$ cat config.mk
export PLATFORM = sky130hd
export DESIGN_NAME = zst_top
export DESIGN_NICKNAME = d
export VERILOG_FILES = /design/src/inc/zst_pkg.sv /design/src/hdl/zst_top.sv
export VERILOG_INCLUDE_DIRS = /design/src /design/src/inc
export SDC_FILE = /design/constraint.sdc
export NUM_CORES = 1
export LEC_CHECK = 0
export BUFFER_PORTS_ARGS = -buffer_cell sky130_fd_sc_hd__buf_2
export CAP_MARGIN = 5
export CORE_MARGIN = 2
export CORE_UTILIZATION = 55
export DETAILED_ROUTE_END_ITERATION = 8
export GPL_ROUTABILITY_DRIVEN = 0
export PLACE_DENSITY = 0.74
export SLEW_MARGIN = 20
export SYNTH_ARGS = -nofsm -noshare
export SYNTH_HDL_FRONTEND = slang
export SYNTH_SLANG_ARGS = --single-unit
$ cat constraint.sdc
create_clock -name CLK -period 18.1 [get_ports CLK]
set_input_delay 0.905 -clock CLK [delete_from_list [all_inputs] [get_ports CLK]]
set_output_delay 0.905 -clock CLK [all_outputs]
set_load 0.01 [all_outputs]
$ cat src/inc/zst_defs.svh
// register offsets, reset values and function codes of the zero-servo block
// assumes a 32-bit apb with byte addresses, one aligned word per register
`ifndef ZST_DEFS_SVH
`define ZST_DEFS_SVH
`define ZST_OFF_GAIN 8'h00
`define ZST_OFF_CNT 8'h04
`define ZST_OFF_MODE 8'h08
`define ZST_OFF_MFSEL 8'h0C
`define ZST_OFF_CFSEL 8'h10
`define ZST_OFF_MLVL 8'h14
`define ZST_OFF_CLVL 8'h18
`define ZST_OFF_ZSPD 8'h1C
`define ZST_OFF_DIN_LO 8'h20
`define ZST_OFF_DIN_HI 8'h24
`define ZST_OFF_DOUT 8'h28
`define ZST_OFF_STAT 8'h2C
`define ZST_OFF_POS 8'h30
`define ZST_OFF_IRQ 8'h34
`define ZST_OFF_MASK 8'h38
`define ZST_RST_GAIN 7'h05
`define ZST_MAX_GAIN 7'h64
`define ZST_RST_CNT 14'h000A
`define ZST_RST_FSEL 5'h1F
`define ZST_RST_MLVL 1'h0
`define ZST_RST_CLVL 2'h2
`define ZST_RST_ZSPD 16'h0010
`define ZST_FN_LOCK 8'h48
`define ZST_FN_DONE 8'h21
`define ZST_FN_TORQ 5'h13
`define ZST_LVL_BIPOLAR 2'h1
`define ZST_LVL_CURRENT 2'h2
`endif

$ cat src/inc/zst_pkg.sv
// types shared by the zero-servo and torque-select block
// assumes zst_defs.svh for all numeric constants
package zst_pkg;
  typedef enum logic [1:0] {
    ZST_IDLE = 2'b01,
    ZST_LOCK = 2'b10
  } zst_state_e;
  // configuration that is frozen while the motor runs
  typedef struct packed {
    logic [6:0] gain;
    logic [13:0] cnt;
    logic flux;
    logic torq;
    logic [4:0] mfsel;
    logic [4:0] cfsel;
    logic mlvl;
    logic [1:0] clvl;
  } zst_cfg_s;
  // interrupt events: lock entered, lock complete, lock left
  typedef struct packed {
    logic left;
    logic done;
    logic enter;
  } zst_evt_s;
endpackage : zst_pkg

$ cat src/hdl/zst_top.sv
// zero-servo position lock and speed/torque control select with apb regs
// assumes encoder and terminal inputs already synchronous to CLK
//
// The APB interface to the registers and the address map were left to the implementer.
`include "zst_defs.svh"
module zst_top
  import zst_pkg::*;
#(
  parameter int DW = 16,
  parameter int PW = 32
)(
  input wire logic CLK,
  input wire logic NRST,
  input wire logic PSEL,
  input wire logic PENABLE,
  input wire logic PWRITE,
  input wire logic [7:0] PADDR,
  input wire logic [31:0] PWDATA,
  output logic [31:0] PRDATA,
  output logic PREADY,
  output logic PSLVERR,
  input wire logic RUN,
  input wire logic [5:0] DIN,
  input wire logic ENC_A,
  input wire logic ENC_B,
  input wire logic signed [DW-1:0] SPEED_REF,
  input wire logic signed [DW-1:0] MAI_VAL,
  input wire logic signed [DW-1:0] CUR_VAL,
  output logic [2:0] DOUT,
  output logic LOCK_ACTIVE,
  output logic signed [DW-1:0] SPEED_CMD,
  output logic signed [DW-1:0] TORQUE_REF,
  output logic TORQUE_MODE,
  output logic TORQUE_REV,
  output logic IRQ
);
  localparam logic signed [DW-1:0] SMAX = {1'b0, {(DW-1){1'b1}}};
  localparam logic signed [DW-1:0] SMIN = {1'b1, {(DW-1){1'b0}}};

  // magnitude of a signed word
  function automatic logic [DW-1:0] mag(input logic signed [DW-1:0] v);
    mag = v[DW-1] ? DW'(-v) : DW'(v);
  endfunction : mag

  // saturate a wide signed value to the output width
  function automatic logic signed [DW-1:0] sat(
    input logic signed [PW+7:0] v);
    if (v > PW'(SMAX) + 40'sh0)
      sat = SMAX;
    else if (v < $signed({{(PW+8-DW){1'b1}}, SMIN}))
      sat = SMIN;
    else
      sat = v[DW-1:0];
  endfunction : sat

  zst_cfg_s cfg_r;
  zst_state_e state_r;
  zst_evt_s evt;
  logic [DW-1:0] zspd_r;
  logic [47:0] din_fsel_r;
  logic [23:0] dout_fsel_r;
  logic [2:0] irq_r, mask_r;
  logic a_r, b_r, done_r;
  logic signed [PW-1:0] pos_r, start_r;
  logic [5:0] din_hit;
  logic [2:0] dout_hit;
  logic lock_en, lock_cmd, done_any, enter, leave, done_nxt;
  logic signed [PW-1:0] dev;
  logic [PW-1:0] dev_mag;
  logic setup, access, wr, rd, frozen, bad;
  logic [31:0] rdata;

  // function decode of digital inputs and outputs
  genvar gi;
  generate
    for (gi = 0; gi < 6; gi++)
    begin : g_din
      assign din_hit[gi] = din_fsel_r[gi*8 +: 8] == `ZST_FN_LOCK;
    end
    for (gi = 0; gi < 3; gi++)
    begin : g_dout
      assign dout_hit[gi] = dout_fsel_r[gi*8 +: 8] == `ZST_FN_DONE;
    end
  endgenerate

  // lock command and entry/exit conditions
  assign lock_en = |din_hit;
  assign lock_cmd = |(din_hit & DIN);
  assign done_any = |dout_hit;
  assign enter = state_r == ZST_IDLE && lock_cmd && RUN
    && mag(SPEED_REF) < zspd_r;
  assign leave = state_r == ZST_LOCK && (!lock_cmd || !RUN);
  assign dev = pos_r - start_r;
  assign dev_mag = dev[PW-1] ? PW'(-dev) : PW'(dev);
  assign done_nxt = state_r == ZST_LOCK && !leave && done_any
    && dev_mag <= PW'(cfg_r.cnt);

  // lock state machine
  always_ff @(posedge CLK or negedge NRST)
  begin
    if (!NRST)
      state_r <= ZST_IDLE;
    else
      case (state_r)
        ZST_IDLE: if (enter) state_r <= ZST_LOCK;
        ZST_LOCK: if (leave) state_r <= ZST_IDLE;
        default: state_r <= ZST_IDLE;
      endcase
  end

  // quadrature counter, every edge of both phases
  always_ff @(posedge CLK or negedge NRST)
  begin
    if (!NRST)
    begin
      a_r <= 1'b0;
      b_r <= 1'b0;
      pos_r <= '0;
    end
    else
    begin
      a_r <= ENC_A;
      b_r <= ENC_B;
      if ((ENC_A ^ a_r) ^ (ENC_B ^ b_r))
        pos_r <= (a_r ^ ENC_B) ? pos_r + 1'b1 : pos_r - 1'b1;
    end
  end

  // start position captured at lock entry
  always_ff @(posedge CLK or negedge NRST)
  begin
    if (!NRST)
      start_r <= '0;
    else if (enter)
      start_r <= pos_r;
  end

  // lock outputs; the position loop overrides any reference offset
  always_ff @(posedge CLK or negedge NRST)
  begin
    if (!NRST)
    begin
      LOCK_ACTIVE <= 1'b0;
      SPEED_CMD <= '0;
      done_r <= 1'b0;
      DOUT <= 3'h0;
    end
    else
    begin
      LOCK_ACTIVE <= enter || (state_r == ZST_LOCK && !leave);
      if (enter)
        SPEED_CMD <= '0; // deviation is zero at the captured start
      else if (state_r == ZST_LOCK && !leave)
        SPEED_CMD <= sat(-($signed({{8{dev[PW-1]}}, dev})
          * $signed({1'b0, cfg_r.gain})));
      else
        SPEED_CMD <= SPEED_REF;
      done_r <= done_nxt;
      DOUT <= dout_hit & {3{done_r}};
    end
  end

  // torque reference source, level and direction
  logic signed [DW-1:0] tsrc;
  logic tvalid, tbip;
  always_comb
  begin
    tsrc = '0;
    tvalid = 1'b0;
    tbip = 1'b0;
    if (cfg_r.mfsel == `ZST_FN_TORQ)
    begin
      tsrc = MAI_VAL;
      tvalid = 1'b1;
      tbip = {1'b0, cfg_r.mlvl} == `ZST_LVL_BIPOLAR;
    end
    else if (cfg_r.cfsel == `ZST_FN_TORQ)
    begin
      tsrc = CUR_VAL;
      tvalid = 1'b1;
      tbip = cfg_r.clvl == `ZST_LVL_BIPOLAR;
    end
  end

  // torque outputs; no panel entry path exists for the value
  always_ff @(posedge CLK or negedge NRST)
  begin
    if (!NRST)
    begin
      TORQUE_MODE <= 1'b0;
      TORQUE_REF <= '0;
      TORQUE_REV <= 1'b0;
    end
    else
    begin
      TORQUE_MODE <= cfg_r.flux && cfg_r.torq && tvalid;
      if (tsrc[DW-1] && !tbip)
        TORQUE_REF <= '0;
      else
        TORQUE_REF <= tsrc;
      TORQUE_REV <= tsrc[DW-1] && tbip;
    end
  end

  // apb decode: no wait state, answer in the first access cycle
  assign setup = PSEL && !PENABLE;
  assign access = PSEL && PENABLE && PREADY;
  assign wr = access && PWRITE && !PSLVERR;
  assign rd = access && !PWRITE;
  assign frozen = PADDR <= `ZST_OFF_CLVL; // settings locked while running
  always_comb
  begin
    bad = 1'b0;
    rdata = 32'h0;
    case (PADDR)
      `ZST_OFF_GAIN: rdata = {25'h0, cfg_r.gain};
      `ZST_OFF_CNT: rdata = {18'h0, cfg_r.cnt};
      `ZST_OFF_MODE: rdata = {30'h0, cfg_r.flux, cfg_r.torq};
      `ZST_OFF_MFSEL: rdata = {27'h0, cfg_r.mfsel};
      `ZST_OFF_CFSEL: rdata = {27'h0, cfg_r.cfsel};
      `ZST_OFF_MLVL: rdata = {31'h0, cfg_r.mlvl};
      `ZST_OFF_CLVL: rdata = {30'h0, cfg_r.clvl};
      `ZST_OFF_ZSPD: rdata = 32'(zspd_r);
      `ZST_OFF_DIN_LO: rdata = din_fsel_r[31:0];
      `ZST_OFF_DIN_HI: rdata = {16'h0, din_fsel_r[47:32]};
      `ZST_OFF_DOUT: rdata = {8'h0, dout_fsel_r};
      `ZST_OFF_STAT: rdata = {27'h0, RUN, lock_en, TORQUE_MODE, done_r,
        state_r == ZST_LOCK};
      `ZST_OFF_POS: rdata = 32'(dev);
      `ZST_OFF_IRQ: rdata = {29'h0, irq_r};
      `ZST_OFF_MASK: rdata = {29'h0, mask_r};
      default: bad = 1'b1;
    endcase
    if (PWRITE && RUN && frozen)
      bad = 1'b1;
    if (PWRITE && PADDR == `ZST_OFF_GAIN && PWDATA[6:0] > `ZST_MAX_GAIN)
      bad = 1'b1;
    if (PWRITE && PADDR == `ZST_OFF_MLVL && PWDATA[1])
      bad = 1'b1;
    if (PWRITE && PADDR == `ZST_OFF_CLVL && PWDATA[1:0] == 2'h3)
      bad = 1'b1;
    if (PWRITE && (PADDR == `ZST_OFF_STAT || PADDR == `ZST_OFF_POS
      || PADDR == `ZST_OFF_IRQ))
      bad = 1'b1;
  end

  // apb answer registers
  always_ff @(posedge CLK or negedge NRST)
  begin
    if (!NRST)
    begin
      PREADY <= 1'b0;
      PSLVERR <= 1'b0;
      PRDATA <= 32'h0;
    end
    else
    begin
      PREADY <= setup;
      PSLVERR <= setup && bad;
      PRDATA <= (setup && !PWRITE) ? rdata : 32'h0;
    end
  end

  // writable configuration
  always_ff @(posedge CLK or negedge NRST)
  begin
    if (!NRST)
    begin
      cfg_r <= '{gain: `ZST_RST_GAIN, cnt: `ZST_RST_CNT, flux: 1'b0,
        torq: 1'b0, mfsel: `ZST_RST_FSEL, cfsel: `ZST_RST_FSEL,
        mlvl: `ZST_RST_MLVL, clvl: `ZST_RST_CLVL};
      zspd_r <= `ZST_RST_ZSPD;
      din_fsel_r <= 48'h0;
      dout_fsel_r <= 24'h0;
      mask_r <= 3'h0;
    end
    else if (wr)
      case (PADDR)
        `ZST_OFF_GAIN: cfg_r.gain <= PWDATA[6:0];
        `ZST_OFF_CNT: cfg_r.cnt <= PWDATA[13:0];
        `ZST_OFF_MODE: {cfg_r.flux, cfg_r.torq} <= PWDATA[1:0];
        `ZST_OFF_MFSEL: cfg_r.mfsel <= PWDATA[4:0];
        `ZST_OFF_CFSEL: cfg_r.cfsel <= PWDATA[4:0];
        `ZST_OFF_MLVL: cfg_r.mlvl <= PWDATA[0];
        `ZST_OFF_CLVL: cfg_r.clvl <= PWDATA[1:0];
        `ZST_OFF_ZSPD: zspd_r <= PWDATA[DW-1:0];
        `ZST_OFF_DIN_LO: din_fsel_r[31:0] <= PWDATA;
        `ZST_OFF_DIN_HI: din_fsel_r[47:32] <= PWDATA[15:0];
        `ZST_OFF_DOUT: dout_fsel_r <= PWDATA[23:0];
        `ZST_OFF_MASK: mask_r <= PWDATA[2:0];
        default: mask_r <= mask_r;
      endcase
  end

  // sticky events, cleared by a read; a new event wins over the clear
  assign evt = '{left: leave, done: done_nxt && !done_r, enter: enter};
  always_ff @(posedge CLK or negedge NRST)
  begin
    if (!NRST)
    begin
      irq_r <= 3'h0;
      IRQ <= 1'b0;
    end
    else
    begin
      irq_r <= (rd && PADDR == `ZST_OFF_IRQ ? 3'h0 : irq_r) | evt;
      IRQ <= |(((rd && PADDR == `ZST_OFF_IRQ ? 3'h0 : irq_r) | evt)
        & mask_r);
    end
  end
endmodule : zst_top

-- Yosys cells after proc, flatten, opt, wreduce, memory -nomap -nowiden
Cells that the tools add are included.
- $add $sub $neg: 6
- multipliers: 1
- div/mod/pow operators: 0
- $lt $le $gt $ge: 6
- eq/ne operators: 31
- shift-type cells: 0
- muxes and demuxes: 26
- bitwise operators: 8
- reduce and logical (&&, ||, !) cells: 61
- operators with widths (operator ; count):
    $pmux 32 s15 ; 1
    $mux 16 ; 8
    $mux 32 ; 3
    $eq 8x6->1 const B ; 10
    $eq 8x7->1 const B ; 6
    $gt 40x16->1 const B ; 1
    $lt 40x16->1 const B ; 1
    $mul 32x8->40 ; 1
    $neg 40->40 ; 1
    $add 32x1->32 const B ; 1
    $eq 8x5->1 const B ; 4
    $le 32x14->1 ; 1
    $neg 32->32 ; 1
    $sub 32x1->32 const B ; 1
    $sub 32x32->32 ; 1
    $logic_and 1x1->1 ; 30
    $reduce_and 2->1 ; 13
    $eq 8x4->1 const B ; 2
    $lt 16x16->1 ; 1
    $neg 16->16 ; 1
    $reduce_or 15->1 ; 1
    $reduce_or 6->1 ; 2
    $eq 5x5->1 const B ; 2
    $mux 1 ; 10
    other kinds (17) ; 36
- bits in registers: 272
- bits in latches: 0
- bits in writable memories: 0
- memory bits (read-only): 0
- input port bits: 102
- word-level logic and storage cells: 169
- memories kept: 0

-- Depth between registers and ports, before layout
- word-level depth: 14
- depth in mapped cells: 35
- mapped depth without buffers: 32

-- Worst setup path after synthesis
OpenSTA, ideal clock, no wires.
- path type: register to register
- from: register pos_r[16]
- to: register SPEED_CMD[10]
- setup time: 138 ps
- arrival time: 7841 ps
- path slack: 10121 ps
- stages on the path, launching flop included: 31
- buffers on the path: 4
- clock period less this slack: 7979 ps
- path through: dfrtp_1 ha_1 clkbuf_1 a211oi_1 o21a_1 o21ai_0 a22o_1 a31o_2 a21oi_1 clkbuf_1 clkbuf_1 nand2_1 inv_1 fa_1 fa_1 inv_1 fa_1 fa_1 ha_1 ha_1 a21o_1 a2111oi_0 o211a_1 o21ai_0 a31o_2 a21oi_1 xor2_1 nor2_1 a21oi_1 clkbuf_1 o22ai_1
- word-level cells in the longest chain between the ends: 8
- elaborated cells between the ends (all ways): 9
- classes of those cells: 2 x add/sub; 1 x mul; 2 x order compare; 4 x mux
- ends and longest elaborated chain (item ; RTL line ; source):
    from (decl) ; zst_top.sv:64 ; logic signed [PW-1:0] pos_r, start_r;
    from (signal assigned) ; zst_top.sv:125 ; pos_r <= (a_r ^ ENC_B) ? pos_r + 1'b1 : pos_r - 1'b1;
    $sub 32x32->32 (*) ; zst_top.sv:93 ; assign dev = pos_r - start_r;
    $mul 32x8->40 (*) ; zst_top.sv:155 ; * $signed({1'b0, cfg_r.gain})));
    $neg 40->40 (*) ; zst_top.sv:154 ; SPEED_CMD <= sat(-($signed({{8{dev[PW-1]}}, dev})
    $lt 40x16->1 ; zst_top.sv:50 ; else if (v < $signed({{(PW+8-DW){1'b1}}, SMIN}))
    $mux 16 ; zst_top.sv:50 ;
    $mux 16 (*) ; zst_top.sv:48 ; if (v > PW'(SMAX) + 40'sh0)
    $mux 16 (*) ; zst_top.sv:153 ; else if (state_r == ZST_LOCK && !leave)
    $mux 16 (*) ; zst_top.sv:151 ; if (enter)
    to (signal assigned) ; zst_top.sv:154 ;
    to (decl) ; zst_top.sv:31 ; output logic signed [DW-1:0] SPEED_CMD,
Every way passes the cells marked *; elsewhere a longest branch is shown, timed or not.
A chain may end at the register's enable or synchronous reset.

-- Final worst setup path
- from: register pos_r[0]
- to: register SPEED_CMD[4]
The elaborated chain is that of the path after synthesis.

==> Implementation_results.wiki <==
{| class="wikitable"
! Metric !! Value
|-
| Crit path max-delay cell type || o311ai_1
|-
| Leading register cell type out of synthesis || dfrtp_1
|-
| Number of nets at the end of the flow || 3372
|-
| Root cell of the clock tree || clkbuf_16
|-
| Number of clock buffers inserted by TritonCTS || 29
|-
| Yosys synthesis warning count || 0
|-
| TritonCTS clock tree || yes
|-
| Count of input and output buffers || 174
|-
| Leakage power figure || 12.4 nW
|-
| Buffers inserted during post-CTS setup optimization || 0
|-
| Per-cell routed wire length || 19.8 um
|-
| # diodes || 0
|-
| Top Ports || 175
|-
| Most area-hungry cell type in the Yosys netlist || dfrtp_1
|-
| Die outline height || 218 um
|-
| Proportion of register bits with asynchronous set or reset after synthesis || 1.00
|-
| Source-to-sink clock delay at the later pin of the worst-skew pair || roughly 0.58 ns
|-
| Initial cell density of the core || 0.556
|-
| Area of the core || 45300 um^2
|-
| Total Routed Length || about 70000 um
|-
| Critical path startpoint || pos_r[0]
|-
| Buffer levels on the longest clock path || 3
|-
| Number of distinct library cells after synthesis || just under 90
|-
| Number of flops mapped to enable cells by yosys || 0
|-
| Final clock skew || 0.0192 ns
|-
| Worst-Margin Slew || 1.16 ns
|-
| # clock sinks || 271
|-
| Post-cts sizing count || 0
|-
| Largest fanout of any net on the critical path || 15
|-
| Largest net degree at the start of global routing || 138
|-
| Startpoint of the most critical register-to-register path || pos_r[0]
|-
| Synth Cell Area || 25200 um^2
|-
| Setup TNS after final layout || 0 ns
|-
| Ranking of synthesized cells by area || dfrtp_1, fa_1, ha_1, mux2_2, inv_1
|-
| Portion of synthesized cell area occupied by the leading cell type || 0.252
|-
| Worst Setup Path Type || flop to flop
|-
| Number of flip-flops and latches in the synthesized netlist || 271
|-
| Overall power consumption || between 0.002 and 0.003 W
|-
| Number of rows in the core area || 78
|-
| Number of antenna violations at the first check in global routing || 1
|-
| DRC marker count from the first detailed-route iteration || ~2000
|-
| Area of the multi-input gates || 16900 um^2
|-
| Maxcap violations || 0
|-
| Number of nets in the synthesized netlist || 3257
|-
| Instance count of the mapped netlist || 2782
|-
| Crit path top cell by count || fa_1
|-
| Layout cell share with drive strength beyond 1 || 0.149
|-
| Slew margin rel. || 0.214
|-
| Wire length of the first global-routing pass || 111000 um
|-
| Post-synthesis sequential area ratio || 0.270
|-
| DR vias || 21602
|-
| Post-DRT Antenna Nets || 0
|-
| Die width || 218 um
|-
| Post-DP HPWL || roughly 53000 um
|-
| Filler instances || 3801
|-
| DRC violations left || 0
|-
| Setup violation total in the final timing report || 0
|-
| Worst supply voltage drop on vdd || a little under 90 uV
|-
| Via density per instance || 6.14
|-
| Max-slew violation total from the final report || 0
|-
| Synth Area per Inst || 9.06 um^2
|-
| RSZ-0062 raised after global routing || false
|-
| Area taken by flip-flops and latches || approximately 6800 um^2
|-
| Number of global-route vias before repair || 21416
|-
| Hold buffers post-CTS || 0
|-
| Fin. Hold Viols || 0
|-
| Fin crit period || 9.50 ns
|-
| Area growth from synthesis to final layout || 9.83%
|-
| Endpoint required time on the critical path || around 19 ns
|-
| Outcome || finished, final reports clean
|-
| Critical Path Start Type || flop
|-
| Power per unit of standard cell area || 92.7 nW/um^2
|-
| Peak clock frequency supported by timing || 105 MHz
|-
| DIE AREA || between 40000 and 50000 um^2
|-
| Combined global-route utilization of all metal layers || 0.291
|-
| Overall overflow remaining after global route || 0
|-
| Depth of the CTS H-tree || 1
|-
| Clk slew on worst S/H paths || 0.06 ns
|-
| Endpoint type of the worst setup path || flop
|-
| Delay of the slowest cell on the worst path || 0.94 ns
|-
| Arrival time at the worst endpoint || 9.93 ns
|-
| Iteration count of the initial detailed-routing pass || 7
|-
| Worst min path class || primary input to async pin
|-
| Share of the clock period used by the worst path || 0.525
|}
critical path, delay by kind of cell, from the launching register on:
family / cells / cell delay [ns]
AOI/OAI and AO/OA: 13 / 4.31
adders and majority gates: 8 / 3.08
and+or+nand+nor: 6 / 0.90
buffers and inverters: 3 / 0.48
DFF: 1 / 0.39
xor gates and xnor gates: 1 / 0.20
worst paths after layout:
path,end,slack (ns),cells past startpoint
min in group CLK,b_r,0.46,1
min reg2reg,cfg_r[9],0.50,2
max in group asynchronous,start_r[1],15.77,3
min,TORQUE_REF[1],0.24,1
max,SPEED_CMD[4],8.60,31
max reg2reg,SPEED_CMD[4],8.60,31
cell usage in the layout, fill, tap and decap left out, types with 120 or more instances in the layout:
cell type and count:
inv_1 287, buf_2 173, dfrtp_1 252, fa_1 164, and2_1 139, ha_1 209
nand2_1 250, a21oi_1 120, nor2_1 168, o21ai_0 147
cell families (layout without fill, tap and decap cells):
family / count (synthesis) / in the layout / share of synthesized area
fa+ha+maj: 373 / 373 / 0.234
buf+inv: 417 / 555 / 0.0629
flops: 271 / 271 / 0.270
compound gates: 615 / 615 / 0.162
xor+xnor: 108 / 108 / 0.0375
mux: 121 / 121 / 0.0537
simple gates: 877 / 877 / 0.180
state kept, by name, indices dropped and copies added, names as in the netlist, 16 cells and up:
register and count:
zspd_r 16, pos_r 32, start_r 32, PRDATA 32, din_fsel_r 48, cfg_r 36, dout_fsel_r 24, SPEED_CMD 16
TORQUE_REF 16
power by group:
group          switching (W)  internal, W
Clock               0.000251     0.000347
Combinational       0.000807     0.000456
Sequential         0.0000545     0.000648
Total                0.00111      0.00145
per-layer routing:
| layer | vias up | wire [um] | GRT usage |
|---|---|---|---|
| met5 | - | 12 | 0 |
| met4 | 2 | 2490 | 0.106 |
| met3 | 159 | 4870 | 0.0379 |
| met2 | 904 | 34000 | 0.499 |
| met1 | 10630 | 28400 | 0.375 |
| li1 | 9907 | - | - |
through the flow:
| stage | hold WS [ns] | setup WS [ns] | area [um^2] | std cells | utilization |
|---|---|---|---|---|---|
| after floorplan | 0.465 | 10.12 | 25200 | 2782 | - |
| final | 0.240 | 8.60 | 27700 | 3520 | 0.611 |
| after detailed placement | 0.486 | 8.78 | 26700 | 3465 | 0.589 |
| after CTS | 0.442 | 8.71 | 27600 | 3519 | 0.610 |
| after global routing | 0.258 | 8.01 | 27700 | 3520 | 0.611 |
| after global placement | 0.479 | 9.01 | 26700 | 3465 | 0.589 |
layout make-up:
cell class	count	share of cell area
clock inverters	9	0.00430
inverters	287	0.0389
repair buffers	214	0.0434
flip-flops and latches	271	0.246
clock buffers	45	0.0302
well taps	600	0.0271
multi-input cells	2094	0.610
cell usage after synthesis (33+ instances only):
cell and count:
nor2_1 170, clkbuf_1 116, mux2_2 114, a21o_1 37, a22oi_1 43, dfrtp_1 254, and3_1 33, xnor2_1 69
xor2_1 39, and2_1 139, a31oi_1 37, nor3_1 49, fa_1 164, inv_1 287, ha_1 209, nand2_1 250
nand3_1 36, a21oi_1 121, o21ai_0 147
Power figures use the tool's default switching activity.
